$ cat src/core/partial_display_pkg.sv
// package: register map, field layout, reset values and types of the display colour select block
// What this block does
// - reduced colour drives only the two extreme levels
// - reduced colour ignores gamma but keeps gamma settings
// - partial mode shows one or two areas
// - area first row is start value plus one
// - area height comes from its count register
// - off rows show fixed colour or data msb
// - fixed colour bits pick lowest or highest level
// - fine code seven is top tap, zero lowest
// - gradient weighs four units, amplitude one unit
// - separate gamma sets for positive and negative drive
`default_nettype none
package partial_display_pkg;
  // register indices; byte address is four times the index
  localparam logic [7:0]  IDX_CTRL        = 8'h00;  // first_control_register
  localparam logic [7:0]  IDX_OFF_SRC     = 8'h12;  // off_area_source_select
  localparam logic [7:0]  IDX_OFF_COLOR   = 8'h13;  // off_area_fixed_color
  localparam logic [7:0]  IDX_A1_START    = 8'h14;  // area_one_start_row
  localparam logic [7:0]  IDX_A2_START    = 8'h15;  // area_two_start_row
  localparam logic [7:0]  IDX_A1_COUNT    = 8'h16;  // area_one_row_count
  localparam logic [7:0]  IDX_A2_COUNT    = 8'h17;  // area_two_row_count
  localparam logic [7:0]  IDX_GAMMA_FIRST = 8'h8f;  // first gamma register
  localparam logic [7:0]  IDX_GAMMA_LAST  = 8'h9a;  // last gamma register
  localparam int          GAMMA_REGS      = 12;     // six positive then six negative
  localparam int          NEG_SET_BASE    = 6;      // first negative gamma register
  // byte addresses
  localparam logic [11:0] ADDR_CTRL       = {2'h0, IDX_CTRL, 2'h0};
  localparam logic [11:0] ADDR_OFF_SRC    = {2'h0, IDX_OFF_SRC, 2'h0};
  localparam logic [11:0] ADDR_OFF_COLOR  = {2'h0, IDX_OFF_COLOR, 2'h0};
  localparam logic [11:0] ADDR_A1_START   = {2'h0, IDX_A1_START, 2'h0};
  localparam logic [11:0] ADDR_A2_START   = {2'h0, IDX_A2_START, 2'h0};
  localparam logic [11:0] ADDR_A1_COUNT   = {2'h0, IDX_A1_COUNT, 2'h0};
  localparam logic [11:0] ADDR_A2_COUNT   = {2'h0, IDX_A2_COUNT, 2'h0};
  localparam logic [11:0] ADDR_GAMMA0     = {2'h0, IDX_GAMMA_FIRST, 2'h0};
  localparam logic [11:0] ADDR_GAMMA_END  = {2'h0, IDX_GAMMA_LAST, 2'h0};
  // field positions
  localparam int          REDUCED_BIT     = 2;      // reduced colour enable
  localparam int          PARTIAL_BIT     = 4;      // partial_mode_enable
  localparam int          OFF_SRC_BIT     = 0;      // off-row source select
  localparam int          OFF_RED_BIT     = 2;      // off_red_level
  localparam int          OFF_GREEN_BIT   = 1;      // off_green_level
  localparam int          OFF_BLUE_BIT    = 0;      // off_blue_level
  localparam int          FIELD_HI_LSB    = 4;      // odd fine tap / lower gradient
  localparam int          FIELD_LO_LSB    = 0;      // even fine tap / upper gradient
  // reset values
  localparam logic [7:0]  CTRL_RST        = 8'h00;
  localparam logic [7:0]  PARTIAL_RST     = 8'h00;
  localparam logic [95:0] GAMMA_RST       = 96'h33444444050533444444_0505;
  // ladder weights and levels
  localparam int          GRAD_UNIT       = 4;      // units per gradient code step
  localparam int          AMP_UNIT        = 1;      // units per amplitude code step
  localparam logic [2:0]  TAP_TOP         = 3'h7;   // code of tap nearest upper end
  localparam logic [5:0]  LEVEL_LOW       = 6'h00;  // lowest-index level
  localparam logic [5:0]  LEVEL_HIGH      = 6'h3f;  // highest-index level
  localparam logic [1:0]  RESP_OKAY       = 2'h0;
  localparam logic [1:0]  RESP_DECERR     = 2'h3;

  // one pixel, three sub-pixel level indices
  typedef struct packed {
    logic [5:0] red;
    logic [5:0] green;
    logic [5:0] blue;
  } pixel_t;

  // ladder setting of the active drive polarity
  typedef struct packed {
    logic [5:0]  upper_amp_w;   // upper amplitude weight, units
    logic [5:0]  lower_amp_w;   // lower amplitude weight, units
    logic [4:0]  upper_grad_w;  // upper gradient weight, units
    logic [4:0]  lower_grad_w;  // lower gradient weight, units
    logic [17:0] tap_offsets;   // six taps, unit steps below group top
  } gamma_set_t;

  // bus channel states
  typedef enum logic [2:0] {
    CH_IDLE = 3'b001,
    CH_TAKE = 3'b010,
    CH_RESP = 3'b100
  } chan_state_t;
endpackage
`default_nettype wire

$ cat src/core/partial_display_color_select.sv
// module: partial display area and non-display colour selection with gamma set holding
//
// Design decisions made here: the placing of the registers and the AXI4-Lite slave port.
`timescale 1ns/1ps
`default_nettype none
module partial_display_color_select
  import partial_display_pkg::*;
(
  input  wire logic                       clock,
  input  wire logic                       rst,
  input  wire logic                       ce,
  input  wire logic [11:0]                s_axi_awaddr,
  input  wire logic [2:0]                 s_axi_awprot,
  input  wire logic                       s_axi_awvalid,
  output var  logic                       s_axi_awready,
  input  wire logic [31:0]                s_axi_wdata,
  input  wire logic [3:0]                 s_axi_wstrb,
  input  wire logic                       s_axi_wvalid,
  output var  logic                       s_axi_wready,
  output var  logic [1:0]                 s_axi_bresp,
  output var  logic                       s_axi_bvalid,
  input  wire logic                       s_axi_bready,
  input  wire logic [11:0]                s_axi_araddr,
  input  wire logic [2:0]                 s_axi_arprot,
  input  wire logic                       s_axi_arvalid,
  output var  logic                       s_axi_arready,
  output var  logic [31:0]                s_axi_rdata,
  output var  logic [1:0]                 s_axi_rresp,
  output var  logic                       s_axi_rvalid,
  input  wire logic                       s_axi_rready,
  input  wire logic [7:0]                 row_index,
  input  wire logic                       pix_valid,
  input  wire partial_display_pkg::pixel_t pix_in,
  input  wire logic                       drive_negative,
  output var  partial_display_pkg::pixel_t level_out,
  output var  logic                       level_valid,
  output var  logic                       mid_levels_en,
  output var  logic                       gamma_active,
  output var  partial_display_pkg::gamma_set_t gamma_out
);
  import partial_display_pkg::*;

  chan_state_t w_state_q;        // write channel state
  chan_state_t r_state_q;        // read channel state
  logic [7:0]  ctrl_q;           // first_control_register
  logic [7:0]  off_src_q;        // off_area_source_select
  logic [7:0]  off_color_q;      // off_area_fixed_color
  logic [7:0]  a1_start_q;       // area1_start_field
  logic [7:0]  a2_start_q;       // area2_start_field
  logic [7:0]  a1_count_q;       // area1_height_field
  logic [7:0]  a2_count_q;       // area2_height_field
  logic [7:0]  gam_q [GAMMA_REGS]; // gamma registers, positive set first
  logic        wr_go;            // write takes effect this edge
  logic        wr_lane;          // low byte lane enabled
  logic        wr_hit;           // write address is mapped
  logic        rd_hit;           // read address is mapped
  logic [7:0]  rd_byte;          // read data, low byte
  logic [3:0]  rd_gidx;          // gamma index of read address
  logic [8:0]  row9;             // row index widened for compare
  logic [8:0]  a1_first;         // first row of area one
  logic [8:0]  a1_last;          // last row of area one
  logic [8:0]  a2_first;         // first row of area two
  logic [8:0]  a2_last;          // last row of area two
  logic        in_a1;            // row inside area one
  logic        in_a2;            // row inside area two
  logic        disp_row;         // row shows frame data
  logic        partial_en;       // partial_mode_enable
  logic        reduced_en;       // reduced colour mode
  pixel_t      level_d;          // next sub-pixel levels
  gamma_set_t  pos_set;          // decoded positive gamma set
  gamma_set_t  neg_set;          // decoded negative gamma set

  // one bit to an extreme level
  function automatic logic [5:0] extreme(input logic b);
    return b ? LEVEL_HIGH : LEVEL_LOW;
  endfunction

  // decode six gamma registers into ladder weights
  function automatic gamma_set_t decode_set(input logic [7:0] amp_hi, input logic [7:0] amp_lo,
                                            input logic [7:0] f10, input logic [7:0] f32,
                                            input logic [7:0] f54, input logic [7:0] grad);
    gamma_set_t s;
    logic [17:0] codes;
    codes = {f54[FIELD_HI_LSB +: 3], f54[FIELD_LO_LSB +: 3], f32[FIELD_HI_LSB +: 3],
             f32[FIELD_LO_LSB +: 3], f10[FIELD_HI_LSB +: 3], f10[FIELD_LO_LSB +: 3]};
    s.upper_amp_w  = 6'(amp_hi[5:0] * AMP_UNIT);
    s.lower_amp_w  = 6'(amp_lo[5:0] * AMP_UNIT);
    s.upper_grad_w = 5'(grad[FIELD_LO_LSB +: 3] * GRAD_UNIT);
    s.lower_grad_w = 5'(grad[FIELD_HI_LSB +: 3] * GRAD_UNIT);
    for (int k = 0; k < 6; k++) begin
      s.tap_offsets[3*k +: 3] = TAP_TOP - codes[3*k +: 3];
    end
    return s;
  endfunction

  assign wr_go      = (w_state_q == CH_TAKE);
  assign wr_lane    = s_axi_wstrb[0];
  assign partial_en = ctrl_q[PARTIAL_BIT];
  assign reduced_en = ctrl_q[REDUCED_BIT];
  assign rd_gidx    = 4'((s_axi_araddr - ADDR_GAMMA0) >> 2);

  // write address decode
  always_comb begin
    if (s_axi_awaddr[1:0] != 2'h0) begin
      wr_hit = 1'b0;
    end else if (s_axi_awaddr == ADDR_CTRL || s_axi_awaddr == ADDR_OFF_SRC) begin
      wr_hit = 1'b1;
    end else if (s_axi_awaddr >= ADDR_OFF_COLOR && s_axi_awaddr <= ADDR_A2_COUNT) begin
      wr_hit = 1'b1;
    end else if (s_axi_awaddr >= ADDR_GAMMA0 && s_axi_awaddr <= ADDR_GAMMA_END) begin
      wr_hit = 1'b1;
    end else begin
      wr_hit = 1'b0;
    end
  end

  // read address decode and data mux
  always_comb begin
    rd_hit  = 1'b1;
    rd_byte = 8'h00;
    if (s_axi_araddr[1:0] != 2'h0) begin
      rd_hit = 1'b0;
    end else if (s_axi_araddr == ADDR_CTRL) begin
      rd_byte = ctrl_q;
    end else if (s_axi_araddr == ADDR_OFF_SRC) begin
      rd_byte = off_src_q;
    end else if (s_axi_araddr == ADDR_OFF_COLOR) begin
      rd_byte = off_color_q;
    end else if (s_axi_araddr == ADDR_A1_START) begin
      rd_byte = a1_start_q;
    end else if (s_axi_araddr == ADDR_A2_START) begin
      rd_byte = a2_start_q;
    end else if (s_axi_araddr == ADDR_A1_COUNT) begin
      rd_byte = a1_count_q;
    end else if (s_axi_araddr == ADDR_A2_COUNT) begin
      rd_byte = a2_count_q;
    end else if (s_axi_araddr >= ADDR_GAMMA0 && s_axi_araddr <= ADDR_GAMMA_END) begin
      rd_byte = gam_q[rd_gidx];
    end else begin
      rd_hit = 1'b0;
    end
  end

  // write channel: address and data taken together, then response
  always_ff @(posedge clock or posedge rst) begin
    if (rst) begin
      w_state_q     <= CH_IDLE;
      s_axi_awready <= 1'b0;
      s_axi_wready  <= 1'b0;
      s_axi_bvalid  <= 1'b0;
      s_axi_bresp   <= RESP_OKAY;
    end else if (ce) begin
      case (w_state_q)
        CH_IDLE: begin
          // both valids present: open both readies for one cycle
          if (s_axi_awvalid && s_axi_wvalid) begin
            s_axi_awready <= 1'b1;
            s_axi_wready  <= 1'b1;
            w_state_q     <= CH_TAKE;
          end
        end
        CH_TAKE: begin
          // handshake edge: store and answer
          s_axi_awready <= 1'b0;
          s_axi_wready  <= 1'b0;
          s_axi_bvalid  <= 1'b1;
          s_axi_bresp   <= wr_hit ? RESP_OKAY : RESP_DECERR;
          w_state_q     <= CH_RESP;
        end
        CH_RESP: begin
          // hold response until taken
          if (s_axi_bready) begin
            s_axi_bvalid <= 1'b0;
            w_state_q    <= CH_IDLE;
          end
        end
        default: w_state_q <= CH_IDLE;
      endcase
    end
  end

  // read channel: address taken, data one cycle later
  always_ff @(posedge clock or posedge rst) begin
    if (rst) begin
      r_state_q     <= CH_IDLE;
      s_axi_arready <= 1'b0;
      s_axi_rvalid  <= 1'b0;
      s_axi_rdata   <= 32'h0000_0000;
      s_axi_rresp   <= RESP_OKAY;
    end else if (ce) begin
      case (r_state_q)
        CH_IDLE: begin
          if (s_axi_arvalid) begin
            s_axi_arready <= 1'b1;
            r_state_q     <= CH_TAKE;
          end
        end
        CH_TAKE: begin
          // unused upper bits read as zero
          s_axi_arready <= 1'b0;
          s_axi_rvalid  <= 1'b1;
          s_axi_rdata   <= {24'h00_0000, rd_byte};
          s_axi_rresp   <= rd_hit ? RESP_OKAY : RESP_DECERR;
          r_state_q     <= CH_RESP;
        end
        CH_RESP: begin
          if (s_axi_rready) begin
            s_axi_rvalid <= 1'b0;
            r_state_q    <= CH_IDLE;
          end
        end
        default: r_state_q <= CH_IDLE;
      endcase
    end
  end

  // mode and partial area registers
  always_ff @(posedge clock or posedge rst) begin
    if (rst) begin
      ctrl_q      <= CTRL_RST;
      off_src_q   <= PARTIAL_RST;
      off_color_q <= PARTIAL_RST;
      a1_start_q  <= PARTIAL_RST;
      a2_start_q  <= PARTIAL_RST;
      a1_count_q  <= PARTIAL_RST;
      a2_count_q  <= PARTIAL_RST;
    end else if (ce && wr_go && wr_lane) begin
      if (s_axi_awaddr == ADDR_CTRL) begin
        ctrl_q <= s_axi_wdata[7:0];
      end else if (s_axi_awaddr == ADDR_OFF_SRC) begin
        off_src_q <= s_axi_wdata[7:0];
      end else if (s_axi_awaddr == ADDR_OFF_COLOR) begin
        off_color_q <= s_axi_wdata[7:0];
      end else if (s_axi_awaddr == ADDR_A1_START) begin
        a1_start_q <= s_axi_wdata[7:0];
      end else if (s_axi_awaddr == ADDR_A2_START) begin
        a2_start_q <= s_axi_wdata[7:0];
      end else if (s_axi_awaddr == ADDR_A1_COUNT) begin
        a1_count_q <= s_axi_wdata[7:0];
      end else if (s_axi_awaddr == ADDR_A2_COUNT) begin
        a2_count_q <= s_axi_wdata[7:0];
      end
    end
  end

  // gamma registers, written only by software, untouched by modes
  for (genvar gi = 0; gi < GAMMA_REGS; gi++) begin : g_gamma
    always_ff @(posedge clock or posedge rst) begin
      if (rst) begin
        gam_q[gi] <= GAMMA_RST[gi*8 +: 8];
      end else if (ce && wr_go && wr_lane && s_axi_awaddr == ADDR_GAMMA0 + 12'(4*gi)) begin
        gam_q[gi] <= s_axi_wdata[7:0];
      end
    end
  end

  // area ranges: rows start+1 through start+count
  assign row9     = {1'b0, row_index};
  assign a1_first = {1'b0, a1_start_q} + 9'h001;
  assign a2_first = {1'b0, a2_start_q} + 9'h001;
  assign a1_last  = {1'b0, a1_start_q} + {1'b0, a1_count_q};
  assign a2_last  = {1'b0, a2_start_q} + {1'b0, a2_count_q};
  // overlapping areas are left to software; either hit shows data
  assign in_a1    = (row9 >= a1_first) && (row9 <= a1_last);
  assign in_a2    = (row9 >= a2_first) && (row9 <= a2_last);
  assign disp_row = !partial_en || in_a1 || in_a2;

  // sub-pixel level selection
  always_comb begin
    if (disp_row && !reduced_en) begin
      level_d = pix_in;
    end else if (disp_row || off_src_q[OFF_SRC_BIT]) begin
      // reduced colour or off rows from data: msb picks the extreme
      level_d.red   = extreme(pix_in.red[5]);
      level_d.green = extreme(pix_in.green[5]);
      level_d.blue  = extreme(pix_in.blue[5]);
    end else begin
      // off rows show the fixed colour code
      level_d.red   = extreme(off_color_q[OFF_RED_BIT]);
      level_d.green = extreme(off_color_q[OFF_GREEN_BIT]);
      level_d.blue  = extreme(off_color_q[OFF_BLUE_BIT]);
    end
  end

  // pixel output stage
  always_ff @(posedge clock or posedge rst) begin
    if (rst) begin
      level_out   <= '0;
      level_valid <= 1'b0;
    end else if (ce) begin
      level_valid <= pix_valid;
      if (pix_valid) begin
        level_out <= level_d;
      end
    end
  end

  assign pos_set = decode_set(gam_q[0], gam_q[1], gam_q[2], gam_q[3], gam_q[4], gam_q[5]);
  assign neg_set = decode_set(gam_q[NEG_SET_BASE], gam_q[NEG_SET_BASE+1], gam_q[NEG_SET_BASE+2],
                              gam_q[NEG_SET_BASE+3], gam_q[NEG_SET_BASE+4],
                              gam_q[NEG_SET_BASE+5]);

  // ladder control: polarity set, intermediate levels off in reduced mode
  always_ff @(posedge clock or posedge rst) begin
    if (rst) begin
      gamma_out     <= '0;
      mid_levels_en <= 1'b0;
      gamma_active  <= 1'b0;
    end else if (ce) begin
      gamma_out     <= drive_negative ? neg_set : pos_set;
      mid_levels_en <= !reduced_en;
      gamma_active  <= !reduced_en;
    end
  end
endmodule
`default_nettype wire

$ cat config.mk
export PLATFORM = sky130hd
export DESIGN_NAME = partial_display_color_select
export DESIGN_NICKNAME = d
export VERILOG_FILES = /design/src/core/partial_display_pkg.sv /design/src/core/partial_display_color_select.sv
export SDC_FILE = /design/constraint.sdc
export NUM_CORES = 1
export LEC_CHECK = 0
export BUFFER_PORTS_ARGS = -buffer_cell sky130_fd_sc_hd__buf_2
export CAP_MARGIN = 10
export CORE_ASPECT_RATIO = 1.5
export CORE_MARGIN = 1
export CORE_UTILIZATION = 59
export CTS_BUF_LIST = sky130_fd_sc_hd__clkbuf_2 sky130_fd_sc_hd__clkbuf_4 sky130_fd_sc_hd__clkbuf_8
export DETAILED_ROUTE_END_ITERATION = 10
export PLACE_DENSITY = 0.95
export SLEW_MARGIN = 20
export SYNTH_ARGS = -nofsm -noshare
export SYNTH_HDL_FRONTEND = slang
export SYNTH_SLANG_ARGS = --single-unit
$ cat constraint.sdc
create_clock -name clock -period 9.6 [get_ports clock]
set_input_delay 1.92 -clock clock [delete_from_list [all_inputs] [get_ports clock]]
set_output_delay 1.92 -clock clock [all_outputs]
set_load 0.005 [all_outputs]
==> reports/qor.yml <==
netlist_top_cells_area: "dfrtp_1, mux2_2, dfstp_2, ha_1, mux4_2"
finalCritPeriodShare: 0.5308
p_total_w: 0.002033
ys_types: 78
initial_core_util: 0.6076
worst_skew_pair.late_latency_ps: 580
cts_sinks: 228
ctsHoldBuffers: 0
drt_iter0_drc: 569
start_kind: "input pin"
yosysMostFrequentCell: "dfrtp_1"
synth_area_leader_cell: "dfrtp_1"
grt_use_met2: 0.5193
ys_top_cells_by_count: "dfrtp_1, mux2_2, ha_1"
end_kind: "flip-flop"
gr-usage-met3: 0.03918
setup_viol: 0
ys_warn_count: 0
busiest_layer: "met2"
place_congestion: 0.9628
drtPass1Iterations: 5
fin_crit_ps: 5096
syn_to_final_growth_pct: 10.91
grt_pass1_vias: 10070
overflow: 0
outcome: "finished clean"
postCtsSetupRepairBufs: 0
die_area_um2: 22470
drive_above_1_share: 0.3851
synth_area_per_cell_um2: 11.81
worstRegToRegCells: 15
grt_start_max_net_pins: 165
hold_path_depth: 2
via_count: 9620
chipHeight_um: 183.1
critical_path_required_ps: 10060
routedWlPerCell_um: 22.39
worstSetupPathType: "input pin to flip-flop"
htreeDepth: 1
critical_path_arrival_ps: 5560
cts_buffers: 31
routed_wl_mm: 33.61
drv_slew: 0
cts_root_buffer: "clkbuf_8"
p_leak_nw: 6.736
met1_usage: 0.3518
cts_resized: 0
final_antenna_net_count: 0
rows: 65
cts_tree: "built"
ys_ff_latch: 228
syn_inst: 1092
cp_max_fo: 28
power.density_nw_per_um2: 142.1
nFillCells: 1450
port_buffers: 142
hold_class: "flip-flop to flip-flop"
rsz0062_at_grt: "false"
ys.flop_type: "dfrtp_1"
async_reset_ff_frac: 1.000
fmaxAchievable_mhz: 196.2
dp_hpwl_mm: 23.51
finalNetCount: 1364
synth_area_um2: 12900
worst_slew_pin_slew_ps: 1216
hold_viol_final: 0
core-area_um2: 21230
synth_top_area_frac: 0.3842
synth_edf_count: 0
yosysSeqAreaShare: 0.4453
finClkSkew_ps: 12.56
antenna_found_initial: 2
ir_worst_vdd_mv: 0.1255
fp.dieW_um: 122.7
clkTransAtPathRegs_ps: 70
drv_cap: 0
vias_per_cell: 6.409
gr-usage-all-layers: 0.3083
grt_pass1_wl_mm: 52.89
finalSetupTns_ps: 0
slew_headroom: 0.1867
ioPinCount: 204
clock_tree.buffer_depth: 3
drc: 0
cell type report:
class	instances	area (µm²)	area share
Antenna cell	2	5.005	0.0003499
Clock inverter	5	81.33	0.005685
Timing Repair Buffer	147	748.2	0.05230
Tap cell	268	335.3	0.02344
Multi-Input combinational cell	775	6670	0.4663
Sequential cell	228	5743	0.4015
Inverter	23	98.84	0.006910
Clock buffer	53	623.1	0.04356
kinds of logic after synthesis:
| kind of cell | synth area share |
|---|---|
| muxes | 0.2355 |
| and+or+nand+nor | 0.1012 |
| DFF | 0.4453 |
| AOI/OAI and AO/OA | 0.09730 |
| buffers and inverters | 0.04724 |
| adders and majority gates | 0.05549 |
| xor gates and xnor gates | 0.01766 |
| other | 0.0002908 |
metrics by stage:
| stage | cell area [µm²] | setup WS (ps) | util | instances | hold WS, ps |
|---|---|---|---|---|---|
| after global routing | 14310 | 4209 | 0.6739 | 1501 | 520.2 |
| after floorplan | 13000 | 1482 | - | 1119 | 475.2 |
| after CTS | 14280 | 4476 | 0.6726 | 1499 | 500.3 |
| final | 14310 | 4504 | 0.6739 | 1501 | 498.7 |
| after global placement | 13570 | 3935 | 0.6394 | 1441 | 470.4 |
| after detailed placement | 13570 | 3893 | 0.6394 | 1441 | 486.5 |
cells in the final DEF, fill, tap and decap left out, types with 36 or more instances in the layout:
cell        n
dfrtp_1   198
mux2_2    156
buf_2     142
ha_1       54
nand2_1    50
a21oi_1    50
nor2_1     48
nand3_1    44
o21ai_0    39
mux2i_1    38
clkbuf_8   36
per-layer routing:
layer / up-vias / routed length, µm
met1: 4782 / 12110
met4: 0 / 2674
li1: 4217 / -
met2: 438 / 17080
met3: 183 / 1748
met5: - / 0
critical path, stage by stage:
cell	delay, ps
buf_2	710
inv_1	160
ha_1	1090
mux4_2	420
mux2_2	270
nand2_1	70
o21ai_0	150
a221oi_1	480
o31a_1	200
o21ai_1	60
registers in the layout, summed over array words and instances, names as in the netlist, 8 cells and up:
name and flops:
off_color_q 8, gamma_out 36, a1_count_q 8, ctrl_q 8, level_out 18, a2_start_q 8, a2_count_q 8, gam_q 96
off_src_q 8, a1_start_q 8, s_axi_rdata 8
report_power, final:
part / switching, W / internal (W)
logic: 0.000130 / 0.0000725
clock network: 0.000361 / 0.000462
registers: 0.0000196 / 0.000988
total: 0.000511 / 0.00152
path summary, 6_finish.rpt:
| kind | to | start | slack [ps] |
|---|---|---|---|
| max in group asynchronous | level_out[17]$_DFFE_PP0P_ | rst | 6720 |
| worst max-delay path | s_axi_rdata[2]$_DFFE_PP0P_ | s_axi_araddr[2] | 4500 |
| worst min-delay path | s_axi_rdata[1]$_DFFE_PP0P_ | s_axi_rdata[1]$_DFFE_PP0P_ | 500 |
| worst max register to register | level_out[3]$_DFFE_PP0P_ | a2_start_q[0]$_DFFE_PP0P_ | 5240 |
| min in group asynchronous | gamma_out[2]$_DFFE_PP0P_ | rst | 1460 |
| worst min register to register | s_axi_rdata[1]$_DFFE_PP0P_ | s_axi_rdata[1]$_DFFE_PP0P_ | 500 |
No activity file was read; power rests on OpenSTA's default activity.
